`src/shared/acp_pkg.sv`:
```
// acp_pkg: constants and types of the ascii command parser
// assumes a 10 MHz single clock and a byte-wide receive stream
package acp_pkg;
  // ==========================================
  // timing
  localparam int CLK_MHZ = 10;
  localparam int GAP_TIME_US = 10000; // longest quiet time inside a frame
  localparam int GAP_CYC = GAP_TIME_US * CLK_MHZ;
  localparam int MATCH_DEPTH = 64;
  // ==========================================
  // characters
  localparam logic [7:0] CH_M = 8'h4d;
  localparam logic [7:0] CH_A = 8'h41;
  localparam logic [7:0] CH_T = 8'h54;
  localparam logic [7:0] CH_C = 8'h43;
  localparam logic [7:0] CH_H = 8'h48;
  localparam logic [7:0] CH_D = 8'h44;
  localparam logic [7:0] CH_I = 8'h49;
  localparam logic [7:0] CH_L = 8'h4c;
  localparam logic [7:0] CH_G = 8'h47;
  localparam logic [7:0] CH_S = 8'h53;
  localparam logic [7:0] CH_R = 8'h52;
  localparam logic [7:0] CH_0 = 8'h30;
  localparam logic [7:0] CH_9 = 8'h39;
  localparam logic [7:0] CH_END = 8'h04;
  // ==========================================
  // command framing
  localparam logic [2:0] POS_PAIR = 3'd1; // last char of a two-char header
  localparam logic [2:0] POS_QUAD = 3'd3; // last char of a four-char header
  localparam logic [2:0] POS_FIVE = 3'd4; // last char of the match header
  localparam logic [2:0] TRIG_MAX = 3'd4; // longest trigger text
  localparam logic [6:0] SEL_MAX = 7'd15;
  localparam logic [6:0] SAVE_MIN = 7'd1;
  localparam logic [6:0] SAVE_MAX = 7'd5;
  localparam logic [3:0] RPL_LAST = 4'd9; // end byte of the ten-byte reply
  localparam logic [3:0] DEC_TEN = 4'd10;
  // ==========================================
  // register map
  localparam int ADDR_W = 8;
  localparam logic [7:0] REG_TRIG = 8'h00;
  localparam logic [7:0] REG_CFG = 8'h04;
  localparam logic [7:0] REG_STAT = 8'h08;
  localparam logic [7:0] REG_MLEN = 8'h0c;
  localparam logic [7:0] REG_MIDX = 8'h10;
  localparam logic [7:0] REG_MDATA = 8'h14;
  localparam logic [31:0] TRIG_RST = 32'h0000_0054;
  localparam logic [31:0] CFG_RST = 32'h0000_0039;
  localparam int CFG_LEN_LSB = 0;
  localparam int CFG_SAME = 3;
  localparam int CFG_MEN = 4;
  localparam int CFG_OCR = 5;
  localparam int STAT_LOCK = 0;
  localparam int STAT_PROC = 1;
  localparam int STAT_MVAL = 2;
  localparam int STAT_PROG_LSB = 4;
  localparam int STAT_DIAG_LSB = 8;
  // ==========================================
  // types
  typedef enum logic [1:0] {ST_HDR, ST_NUM, ST_LEN, ST_DATA} acp_state_t;
endpackage : acp_pkg

```
`src/shared/acp_rpl_if.sv`:
```
// acp_rpl_if: status reply request from parser to reply sender
// assumes both ends run on the parser clock
`timescale 1ns/10ps
interface acp_rpl_if;
  logic start;
  logic [7:0] status;
  logic [3:0] prog;
  logic [3:0] err;
  logic busy;
  modport req (output start, output status, output prog, output err, input busy);
  modport snd (input start, input status, input prog, input err, output busy);
endinterface : acp_rpl_if

```
`src/rtl/acp_reply_tx.sv`:
```
// acp_reply_tx: sends the ten-byte status reply frame
// assumes the transmit sink stalls with tx_ready and a start is held off while busy
`timescale 1ns/10ps
module acp_reply_tx
  import acp_pkg::*;
(
  input wire logic clk,
  input wire logic rst_b,
  acp_rpl_if.snd rq,
  output logic tx_valid,
  output logic [7:0] tx_data,
  input wire logic tx_ready
);
  logic [7:0] st;
  logic [3:0] pg;
  logic [3:0] er;
  logic [3:0] idx;

  // two ascii decimal digits for 0..15
  function automatic logic [7:0] dig(input logic [3:0] v, input logic tens);
    logic [3:0] o;
    o = (v >= DEC_TEN) ? v - DEC_TEN : v;
    if (tens) dig = (v >= DEC_TEN) ? CH_0 + 8'h01 : CH_0;
    else dig = CH_0 + {4'h0, o};
  endfunction : dig

  function automatic logic [7:0] byte_at(input logic [3:0] i);
    case (i)
      4'd0: byte_at = CH_R;
      4'd1: byte_at = CH_G;
      4'd2: byte_at = CH_S;
      4'd3: byte_at = CH_T;
      4'd4: byte_at = st;
      4'd5: byte_at = dig(pg, 1'b1);
      4'd6: byte_at = dig(pg, 1'b0);
      4'd7: byte_at = dig(er, 1'b1);
      default: byte_at = dig(er, 1'b0);
    endcase
  endfunction : byte_at

  assign rq.busy = tx_valid;

  // capture fields at start so the frame is self-consistent
  always_ff @(posedge clk or negedge rst_b) begin
    if (!rst_b) begin
      st <= 8'h00;
      pg <= 4'h0;
      er <= 4'h0;
    end else if (rq.start && !tx_valid) begin
      st <= rq.status;
      pg <= rq.prog;
      er <= rq.err;
    end
  end

  // byte sequencer, stalls on tx_ready
  always_ff @(posedge clk or negedge rst_b) begin
    if (!rst_b) begin
      tx_valid <= 1'b0;
      tx_data <= 8'h00;
      idx <= 4'h0;
    end else if (!tx_valid) begin
      if (rq.start) begin
        tx_valid <= 1'b1;
        tx_data <= CH_R; // header first [RQ10]
        idx <= 4'h1;
      end
    end else if (tx_ready) begin
      if (idx > RPL_LAST) begin
        tx_valid <= 1'b0;
      end else begin
        tx_data <= (idx == RPL_LAST) ? CH_END : byte_at(idx); // digits 00..15 [RQ11]
        idx <= idx + 4'h1;
      end
    end
  end

  a_reply_head: assert property (@(posedge clk) disable iff (!rst_b) // [RQ10]
    rq.start && !tx_valid |=> tx_valid && tx_data == CH_R)
    else $error("reply does not open with header");
endmodule : acp_reply_tx

```
`src/rtl/acp_cmd_parser.sv`:
```
// acp_cmd_parser: ascii command interpreter of the code reader
// assumes received bytes arrive one per rx_valid cycle, synchronous to clk
// Operation
// (RQ1) a string equal to the trigger text starts acquisition
// (RQ2) a new match string applies at once, not aligned to acquisition
// (RQ3) match frame: five-char header, big-endian 16-bit length, then text
// (RQ4) overwrite accepted only in processing mode with matching enabled
// (RQ5) overwritten match dropped on leaving processing or program change
// (RQ6) match reception aborted if the gap between characters is too long
// (RQ7) a refused overwrite records a diagnostic entry
// (RQ8) partner sends each special character as one raw byte
// (RQ9) set command raises lockout bit, clear command lowers it
// (RQ10) status query answered with header, status, program, error, end byte
// (RQ11) program and error are two decimal digits 00..15, 00 is no error
// (RQ12) program select switches to that program if it exists, no reply
// (RQ13) a command directly followed by a query in one string works
// (RQ14) select and save raise lockout automatically if clear, then drop it
// (RQ15) internal-trigger save needs same connection for trigger and control
// (RQ16) internal save starts saving, triggers acquisition, no reply
// (RQ17) a good save replaces the program of the same number
// (RQ18) save number valid only from 01 to 5
// (RQ19) match accepted only with text-filter or char-type filter set
// (RQ20) non-numeric or out-of-range numbers are ignored without effect
// (RQ21) commands discarded until restart completes
//
// Our own choices: the register offsets and strobed register access.
`timescale 1ns/10ps
module acp_cmd_parser
  import acp_pkg::*;
#(
  parameter int GAP_CYCLES = GAP_CYC,
  parameter int DEPTH = MATCH_DEPTH
) (
  input wire logic clk,
  input wire logic rst_b,
  input wire logic rx_valid,
  input wire logic [7:0] rx_data,
  output logic tx_valid,
  output logic [7:0] tx_data,
  input wire logic tx_ready,
  input wire logic [ADDR_W-1:0] reg_addr,
  input wire logic [31:0] reg_wdata,
  input wire logic reg_wr,
  input wire logic reg_rd,
  output logic [31:0] reg_rdata,
  input wire logic restart_done,
  input wire logic [15:0] prog_exists,
  input wire logic [7:0] status_byte,
  input wire logic [3:0] err_num,
  input wire logic leave_proc,
  input wire logic op_done,
  input wire logic op_ok,
  output logic acq_trigger,
  output logic sel_start,
  output logic save_start,
  output logic [3:0] op_prog,
  output logic local_control_lockout_bit,
  output logic processing,
  output logic [3:0] cur_prog,
  output logic match_valid,
  output logic diag_event
);
  // ==========================================
  // elaboration checks
  if (DEPTH < 1 || DEPTH > 65535) begin : g_bad_depth
    $error("DEPTH out of range");
  end
  if (GAP_CYCLES < 2) begin : g_bad_gap
    $error("GAP_CYCLES too small");
  end

  localparam int IW = (DEPTH > 1) ? $clog2(DEPTH) : 1;
  localparam int GW = $clog2(GAP_CYCLES + 1);

  // ==========================================
  // declarations
  acp_state_t state;
  logic [2:0] cnt;
  logic [7:0] hdr [0:3];
  logic [7:0] num_hi;
  logic is_save;
  logic [15:0] len_rx;
  logic [15:0] dcnt;
  logic [GW-1:0] gap_cnt;
  logic [31:0] trig_reg;
  logic [31:0] cfg_reg;
  logic [7:0] mem [0:DEPTH-1];
  logic [15:0] match_len;
  logic [IW-1:0] midx;
  logic m_ok;
  logic op_busy;
  logic auto_lock;
  logic [7:0] diag_cnt;
  logic rx_take, trig_hit, gap_hit, parsing;
  logic cmd_set, cmd_clr, cmd_gst, num_done, sel_ok, save_ok;
  logic len_done, accept, data_last;
  logic [15:0] next_len;
  logic [15:0] w2;
  logic [31:0] w4;
  logic [2:0] trig_len;
  logic digits_ok;
  logic [6:0] num_val;
  acp_rpl_if rpl ();

  // ==========================================
  // decode of the incoming byte
  assign rx_take = rx_valid && restart_done; // muted until restart completes [RQ21]
  assign trig_len = cfg_reg[CFG_LEN_LSB +: 3];
  assign w2 = {hdr[0], rx_data};
  assign w4 = {hdr[0], hdr[1], hdr[2], rx_data};
  assign parsing = (state != ST_HDR) || (cnt != 3'd0);
  assign gap_hit = parsing && (gap_cnt == GW'(GAP_CYCLES - 1));
  // commands may follow each other in one string, header restarts each time [RQ13]
  assign cmd_set = rx_take && state == ST_HDR && cnt == POS_QUAD && w4 == {CH_M, CH_D, CH_I, CH_H};
  assign cmd_clr = rx_take && state == ST_HDR && cnt == POS_QUAD && w4 == {CH_M, CH_D, CH_I, CH_L};
  assign cmd_gst = rx_take && state == ST_HDR && cnt == POS_QUAD && w4 == {CH_M, CH_G, CH_S, CH_T};

  // trigger text compare, up to four characters [RQ1]
  always_comb begin
    trig_hit = rx_take && (state == ST_HDR) && (trig_len != 3'd0) && (trig_len <= TRIG_MAX)
               && (trig_len == cnt + 3'd1);
    for (int i = 0; i < 4; i++) begin
      if (3'(i) < cnt && hdr[i] != trig_reg[8*i +: 8]) trig_hit = 1'b0;
      if (3'(i) == cnt && rx_data != trig_reg[8*i +: 8]) trig_hit = 1'b0;
    end
  end

  // program number: two ascii digits, anything else is ignored [RQ20]
  assign digits_ok = num_hi >= CH_0 && num_hi <= CH_9 && rx_data >= CH_0 && rx_data <= CH_9;
  assign num_val = 7'((num_hi - CH_0) * 8'd10) + 7'(rx_data - CH_0);
  assign num_done = rx_take && state == ST_NUM && cnt == 3'd1;
  assign sel_ok = num_done && !is_save && digits_ok && num_val <= SEL_MAX
                  && prog_exists[num_val[3:0]] && !op_busy; // existing program only [RQ12]
  assign save_ok = num_done && is_save && digits_ok && num_val >= SAVE_MIN
                   && num_val <= SAVE_MAX // [RQ18]
                   && cfg_reg[CFG_SAME] && !op_busy; // [RQ15]

  // match frame: length high byte then low byte [RQ3]
  assign next_len = {len_rx[15:8], rx_data};
  assign len_done = rx_take && state == ST_LEN && cnt == 3'd1;
  assign accept = processing && cfg_reg[CFG_MEN] // [RQ4]
                  && cfg_reg[CFG_OCR] // [RQ19]
                  && next_len <= 16'(DEPTH);
  assign data_last = rx_take && state == ST_DATA && dcnt == len_rx - 16'h0001;

  // ==========================================
  // parse state machine
  always_ff @(posedge clk or negedge rst_b) begin
    if (!rst_b) begin
      state <= ST_HDR;
      cnt <= 3'd0;
      is_save <= 1'b0;
      num_hi <= 8'h00;
      len_rx <= 16'h0000;
      dcnt <= 16'h0000;
      for (int i = 0; i < 4; i++) hdr[i] <= 8'h00;
    end else if (gap_hit) begin
      state <= ST_HDR; // burst broke apart, drop the frame [RQ6]
      cnt <= 3'd0;
    end else if (rx_take) begin
      case (state)
        ST_HDR: begin
          if (cnt < POS_FIVE) hdr[cnt[1:0]] <= rx_data;
          if (trig_hit) begin
            cnt <= 3'd0;
          end else if (cnt == 3'd0 && rx_data != CH_M && rx_data != trig_reg[7:0]) begin
            cnt <= 3'd0; // neither command nor trigger start, resync
          end else if (cnt == POS_PAIR && (w2 == {CH_M, CH_R} || w2 == {CH_M, CH_I})) begin
            state <= ST_NUM;
            cnt <= 3'd0;
            is_save <= (rx_data == CH_I);
          end else if (cnt == POS_QUAD && w4 != {CH_M, CH_A, CH_T, CH_C}) begin
            cnt <= 3'd0;
          end else if (cnt == POS_FIVE) begin
            cnt <= 3'd0;
            if (rx_data == CH_H) state <= ST_LEN;
          end else begin
            cnt <= cnt + 3'd1;
          end
        end
        ST_NUM: begin
          if (cnt == 3'd0) begin
            num_hi <= rx_data;
            cnt <= 3'd1;
          end else begin
            state <= ST_HDR;
            cnt <= 3'd0;
          end
        end
        ST_LEN: begin
          if (cnt == 3'd0) begin
            len_rx[15:8] <= rx_data;
            cnt <= 3'd1;
          end else begin
            len_rx <= next_len;
            dcnt <= 16'h0000;
            cnt <= 3'd0;
            state <= (next_len == 16'h0000) ? ST_HDR : ST_DATA;
          end
        end
        ST_DATA: begin
          dcnt <= dcnt + 16'h0001;
          if (data_last) state <= ST_HDR;
        end
        default: begin
          state <= ST_HDR;
          cnt <= 3'd0;
        end
      endcase
    end
  end

  // inter-character gap timer, reloads on every byte
  always_ff @(posedge clk or negedge rst_b) begin
    if (!rst_b) gap_cnt <= '0;
    else if (rx_take || !parsing || gap_hit) gap_cnt <= '0;
    else gap_cnt <= gap_cnt + GW'(1);
  end

  // ==========================================
  // match string store: bytes land directly, so the string acts at once
  always_ff @(posedge clk or negedge rst_b) begin
    if (!rst_b) begin
      m_ok <= 1'b0;
      match_valid <= 1'b0;
      match_len <= 16'h0000;
    end else begin
      if (len_done) begin
        m_ok <= accept && next_len != 16'h0000;
        if (accept) begin
          match_valid <= (next_len == 16'h0000);
          match_len <= next_len;
        end
      end else if (data_last && m_ok) begin
        match_valid <= 1'b1; // no wait for any acquisition [RQ2]
        m_ok <= 1'b0;
      end else if (gap_hit) begin
        m_ok <= 1'b0;
      end
      // non-persistent copy dies with processing mode or program change [RQ5]
      if (leave_proc || sel_ok || save_ok || (op_done && op_ok)) begin
        match_valid <= 1'b0;
        m_ok <= 1'b0;
      end
    end
  end

  // raw bytes stored unchanged, specials arrive as one code [RQ8]
  always_ff @(posedge clk) begin
    if (rx_take && state == ST_DATA && m_ok && dcnt < 16'(DEPTH)) mem[dcnt[IW-1:0]] <= rx_data;
  end

  // diagnostic entry when an overwrite cannot be done
  always_ff @(posedge clk or negedge rst_b) begin
    if (!rst_b) begin
      diag_event <= 1'b0;
      diag_cnt <= 8'h00;
    end else begin
      diag_event <= (len_done && !accept) || (gap_hit && state == ST_DATA && m_ok); // [RQ7]
      if (diag_event && diag_cnt != 8'hff) diag_cnt <= diag_cnt + 8'h01;
    end
  end

  // ==========================================
  // program select and internal-trigger save
  always_ff @(posedge clk or negedge rst_b) begin
    if (!rst_b) begin
      acq_trigger <= 1'b0;
      sel_start <= 1'b0;
      save_start <= 1'b0;
      op_prog <= 4'h0;
      op_busy <= 1'b0;
    end else begin
      acq_trigger <= trig_hit || save_ok; // save makes its own trigger [RQ1] [RQ16]
      sel_start <= sel_ok; // [RQ12]
      save_start <= save_ok; // core overwrites any program of that number [RQ17]
      if (sel_ok || save_ok) begin
        op_prog <= num_val[3:0];
        op_busy <= 1'b1;
      end else if (op_done) begin
        op_busy <= 1'b0;
      end
    end
  end

  // mode and program held for status replies
  always_ff @(posedge clk or negedge rst_b) begin
    if (!rst_b) begin
      processing <= 1'b0;
      cur_prog <= 4'h0;
    end else if (op_done && op_ok && op_busy) begin
      processing <= 1'b1; // [RQ16]
      cur_prog <= op_prog;
    end else if (leave_proc || sel_ok || save_ok) begin
      processing <= 1'b0;
    end
  end

  // lockout bit; automatic raise is undone when the operation ends
  always_ff @(posedge clk or negedge rst_b) begin
    if (!rst_b) begin
      local_control_lockout_bit <= 1'b0;
      auto_lock <= 1'b0;
    end else if (cmd_set) begin
      local_control_lockout_bit <= 1'b1; // [RQ9]
      auto_lock <= 1'b0;
    end else if (cmd_clr) begin
      local_control_lockout_bit <= 1'b0; // [RQ9]
      auto_lock <= 1'b0;
    end else if (sel_ok || save_ok) begin
      local_control_lockout_bit <= 1'b1; // [RQ14]
      auto_lock <= !local_control_lockout_bit;
    end else if (op_done && auto_lock) begin
      local_control_lockout_bit <= 1'b0; // [RQ14]
      auto_lock <= 1'b0;
    end
  end

  // ==========================================
  // status reply; a query while a reply is going out is dropped
  assign rpl.start = cmd_gst && !rpl.busy; // [RQ10]
  assign rpl.status = status_byte;
  assign rpl.prog = cur_prog; // [RQ11]
  assign rpl.err = err_num; // [RQ11]

  acp_reply_tx u_reply (
    .clk(clk),
    .rst_b(rst_b),
    .rq(rpl),
    .tx_valid(tx_valid),
    .tx_data(tx_data),
    .tx_ready(tx_ready)
  );

  // ==========================================
  // register port
  always_ff @(posedge clk or negedge rst_b) begin
    if (!rst_b) begin
      trig_reg <= TRIG_RST;
      cfg_reg <= CFG_RST;
      midx <= '0;
    end else if (reg_wr) begin
      if (reg_addr == REG_TRIG) trig_reg <= reg_wdata;
      if (reg_addr == REG_CFG) cfg_reg <= {26'h0, reg_wdata[5:0]};
      if (reg_addr == REG_MIDX) midx <= reg_wdata[IW-1:0];
    end
  end

  // read data stands one cycle after the strobe, zero otherwise
  always_ff @(posedge clk or negedge rst_b) begin
    if (!rst_b) begin
      reg_rdata <= 32'h0;
    end else if (reg_rd) begin
      case (reg_addr)
        REG_TRIG: reg_rdata <= trig_reg;
        REG_CFG: reg_rdata <= cfg_reg;
        REG_STAT: begin
          reg_rdata <= 32'h0;
          reg_rdata[STAT_LOCK] <= local_control_lockout_bit;
          reg_rdata[STAT_PROC] <= processing;
          reg_rdata[STAT_MVAL] <= match_valid;
          reg_rdata[STAT_PROG_LSB +: 4] <= cur_prog;
          reg_rdata[STAT_DIAG_LSB +: 8] <= diag_cnt;
        end
        REG_MLEN: reg_rdata <= {16'h0, match_len};
        REG_MIDX: reg_rdata <= 32'(midx);
        REG_MDATA: reg_rdata <= {24'h0, mem[midx]};
        default: reg_rdata <= 32'h0;
      endcase
    end else begin
      reg_rdata <= 32'h0;
    end
  end

  // ==========================================
  // checks
  a_trig_start: assert property (@(posedge clk) disable iff (!rst_b) // [RQ1]
    trig_hit |=> acq_trigger)
    else $error("trigger text did not start acquisition");
  a_lock_set: assert property (@(posedge clk) disable iff (!rst_b) // [RQ9]
    cmd_set |=> local_control_lockout_bit)
    else $error("set command left lockout low");
  a_lock_clear: assert property (@(posedge clk) disable iff (!rst_b) // [RQ9]
    cmd_clr |=> !local_control_lockout_bit)
    else $error("clear command left lockout high");
  a_restart_mute: assert property (@(posedge clk) disable iff (!rst_b) // [RQ21]
    !restart_done && !$past(restart_done) |-> !sel_start && !save_start && !tx_valid)
    else $error("command acted before restart");
  a_save_range: assert property (@(posedge clk) disable iff (!rst_b) // [RQ18]
    save_start |-> op_prog >= 4'd1 && op_prog <= 4'd5 && acq_trigger)
    else $error("save outside range or without trigger");
  a_match_drop: assert property (@(posedge clk) disable iff (!rst_b) // [RQ5]
    leave_proc |=> !match_valid && !processing)
    else $error("match kept after leaving processing");
  a_gap_abort: assert property (@(posedge clk) disable iff (!rst_b) // [RQ6]
    gap_hit |=> state == ST_HDR && cnt == 3'd0)
    else $error("gap did not abort frame");
  a_reject_diag: assert property (@(posedge clk) disable iff (!rst_b) // [RQ7]
    len_done && !accept && !leave_proc && !op_done |=> diag_event && $stable(match_valid))
    else $error("refused overwrite not recorded or applied");
  a_auto_lock: assert property (@(posedge clk) disable iff (!rst_b) // [RQ14]
    sel_start |-> local_control_lockout_bit)
    else $error("lockout not held during select");
endmodule : acp_cmd_parser

```
`config.mk`:
```
export PLATFORM = sky130hd
export DESIGN_NAME = acp_cmd_parser
export DESIGN_NICKNAME = d
export VERILOG_FILES = /design/src/shared/acp_pkg.sv /design/src/shared/acp_rpl_if.sv /design/src/rtl/acp_reply_tx.sv /design/src/rtl/acp_cmd_parser.sv
export SDC_FILE = /design/constraint.sdc
export NUM_CORES = 1
export LEC_CHECK = 0
export BUFFER_PORTS_ARGS = -buffer_cell sky130_fd_sc_hd__buf_2
export CAP_MARGIN = 20
export CELL_PAD_IN_SITES_DETAIL_PLACEMENT = 1
export CELL_PAD_IN_SITES_GLOBAL_PLACEMENT = 1
export CORE_UTILIZATION = 25
export DETAILED_ROUTE_END_ITERATION = 6
export GPL_TIMING_DRIVEN = 0
export HOLD_SLACK_MARGIN = 0.05
export PLACE_DENSITY = 0.54
export SETUP_SLACK_MARGIN = 0.02
export SYNTH_ARGS = -nofsm -noshare
export SYNTH_HDL_FRONTEND = slang
export SYNTH_SLANG_ARGS = --single-unit
export TNS_END_PERCENT = 50
```
`constraint.sdc`:
```
create_clock -name clk -period 10.45 [get_ports clk]
set_input_delay 2.09 -clock clk [delete_from_list [all_inputs] [get_ports clk]]
set_output_delay 2.09 -clock clk [all_outputs]
set_load 0.01 [all_outputs]
```
==> run metrics <==
status=finished clean; clk slew on worst S/H paths=60 ps; Seq pwr share=46.6%; fin. max-slew vios=0; Avg Vias per Cell=4.670; max FFs per register=512; via count=18861; PostCTS Resize Cnt=0; post-route ant nets=0; CP Data Arrival Time=7470 ps; synth top area cells=edfxtp_1 48%, dfrtp_1 18%, mux4_2 12%, mux2_2 4.1%, xor2_1 2.6%; gpl congestion=0.8093; Total Neg Setup Slack=0 ps; clk root buf=clkbuf_16; Setup crit start kind=primary input; Cells after Synth=1998; routed len/inst=23.54 um; internal power=5347 uW; Distinct cells, synth=79; max-cap violation count=0; FFs w/ async S/R, synth=32.10%; LEAKAGE=0.01406 uW; routed wire length=95090 um; postcts setup bufs=0; Syn Area/Cell=16.19 sq um; clock power share=46.0%; EDFF count, synth=512; Synth Area in Adders=1.400%; achievable frequency=145.2 MHz; die area=130800 sq um; top cells by count, synth=512 x edfxtp_1, 235 x dfrtp_1, 173 x mux4_2; chip width=361.7 um; # IOs=142; post-synthesis net count=2119; Net Sw Power=1664 uW; Residual DRC=0; Final Cycle Share=65.93%; Yosys reg bits=754; Worst-Margin Slew=1109 ps; mux contribution to synthesized area=16.21%; total CTS buffers=85; core area=128000 sq um; data required time of the worst path=11030 ps; setup slack after layout=3561 ps; Simple-Gate Fraction of Synth Area=7.387%; minimum clock period=6889 ps; worst-path fanout max=37; r2r setup slk=6060 ps; slew margin rel.=25.89%; FF-to-FF End=reg_rdata[7]; biggest area consumer among synthesized cells=edfxtp_1; Hold Path End=u_reply.tx_data[1]; YS warnings=0; global-route wire length before repair=141200 um; vias in the first global route=20513; TritonCTS Sinks=754; HP Class=reg2reg; layout cells sized above 1=26.46%; Sw Share=23.73%; Synth Area in Compound Gates=3.771%; Seq/Total Area, Yosys=66.27%; H-tree Lvls=3; DR iter-0 viols=1450; hold-fix buffers at CTS=0; largest net degree at the start of global routing=97; gr ovfl total=0; Most used DFF post-synth=edfxtp_1; Initial Utilization=25.27%; Crit Path Category=in2reg; initial antenna violation count=4; dpl ws=2869 ps; CTS tree=yes; path depth of the worst reg2reg path=8; Row Count=131; VDD IR-drop max=0.1341 mV; Clock Skew=47.33 ps; xor and xnor area share after synthesis=3.330%; FF-to-FF Start=midx[0]; synth-to-layout area growth=19.02%; clk_lat worst skew=680 ps; Synth top area share=47.53%; min-delay src=u_reply.tx_data[1]; Initial DRT Pass Iterations=5; largest family of logic cells by synthesized area=multiplexers; Critical Path Sink Type=flop; final-report hold violation count=0; final net count=2358; worst hold margin=486.4 ps; Finish-stage setup viols=0; cell area power density=182.1 nW/um^2; Logic pwr share=7.4%; chip height=361.7 um; Post-DP HPWL=66680 um; Post-Syn Area=32350 sq um; overall routing resource usage=14.58%; CTS Buffer Depth=3; RSZ-0062 raised after global routing=no; count leader, synth=edfxtp_1; worst hold stages=2; PortBufs=140
==> worst max path at each step <==
stage,from,endpoint,slack (ps)
after CTS,rx_data[4],auto_lock,3550
after global placement,rst_b,reg_rdata[6],2820
after floorplan,rx_data[4],auto_lock,5430
final,rx_data[4],auto_lock,3560
after global routing,rx_data[4],auto_lock,3360
after detailed placement,rx_data[4],auto_lock,2870
==> layout make-up <==
cell class | count | area [sq um]
Fill cell | 13424 | 89510
Sequential cell | 754 | 21440
Multi-Input combinational cell | 1107 | 10390
Clock buffer | 109 | 2308
Tap cell | 1729 | 2163
Timing Repair Buffer | 152 | 953.4
Clock inverter | 50 | 724.4
Buffer | 97 | 375.4
Inverter | 40 | 150.1
Antenna cell | 1 | 2.502
==> worst max-delay path, stage by stage <==
cell,delay (ps)
buf_2,620
buf_12,290
clkbuf_1,810
inv_1,570
ha_1,470
inv_1,40
ha_1,330
a21o_1,190
a21oi_1,180
xnor2_1,80
or4_1,640
a21oi_2,580
mux2_2,410
nor2_1,90
==> per-layer routing <==
layer	vias to the layer above	track usage, %	routed length [um]
met5	-	0	21
li1	8209	-	-
met1	10009	19.44	42180
met3	139	2.996	5146
met2	500	23.67	44950
met4	4	4.669	2790
==> cells in the final DEF (no fill, tap or decap), types with 17 or more instances in the layout <==
cell,n
ha_1,33
dfrtp_1,235
mux4_2,173
nor4_1,23
nand2_1,90
nor2_1,161
edfxtp_1,512
and3_1,26
clkbuf_16,86
nor2b_1,21
mux2_2,118
nor3_1,17
xnor2_1,27
xor2_1,96
clkbuf_1,92
o21ai_0,57
a21oi_1,36
nand3_1,36
buf_2,139
buf_1,17
inv_1,40
==> metrics by stage <==
stage	area (sq um)	util, %	std cells	power, uW
3_3_place_gp	35210	27.51	3867	3827
4_1_cts	38470	30.05	4036	7097
5_1_grt	38500	30.08	4038	7248
6_report	38500	30.08	4039	7011
3_5_place_dp	35440	27.68	3877	3853
2_1_floorplan	32350	-	1998	3607
==> power groups by stage <==
stage                     Combinational [uW]  Clock [uW]  Sequential, uW
after floorplan                          283           0            3320
after global placement                   497           0            3330
after detailed placement                 522           0            3330
after CTS                                525        3300            3270
after global routing                     567        3410            3270
final                                    518        3220            3270
==> cells by family (layout without fill, tap and decap cells) <==
| family | after synthesis | in the layout |
|---|---|---|
| AND/OR/NAND/NOR | 473 | 473 |
| multiplexers | 293 | 293 |
| other | 0 | 1 |
| flip-flops | 754 | 754 |
| adder cells (fa/ha/maj) | 35 | 35 |
| buffers and inverters | 137 | 448 |
| XOR/XNOR | 123 | 123 |
| AO/OA/AOI/OAI | 183 | 183 |
(Power assumes the default switching activity.)
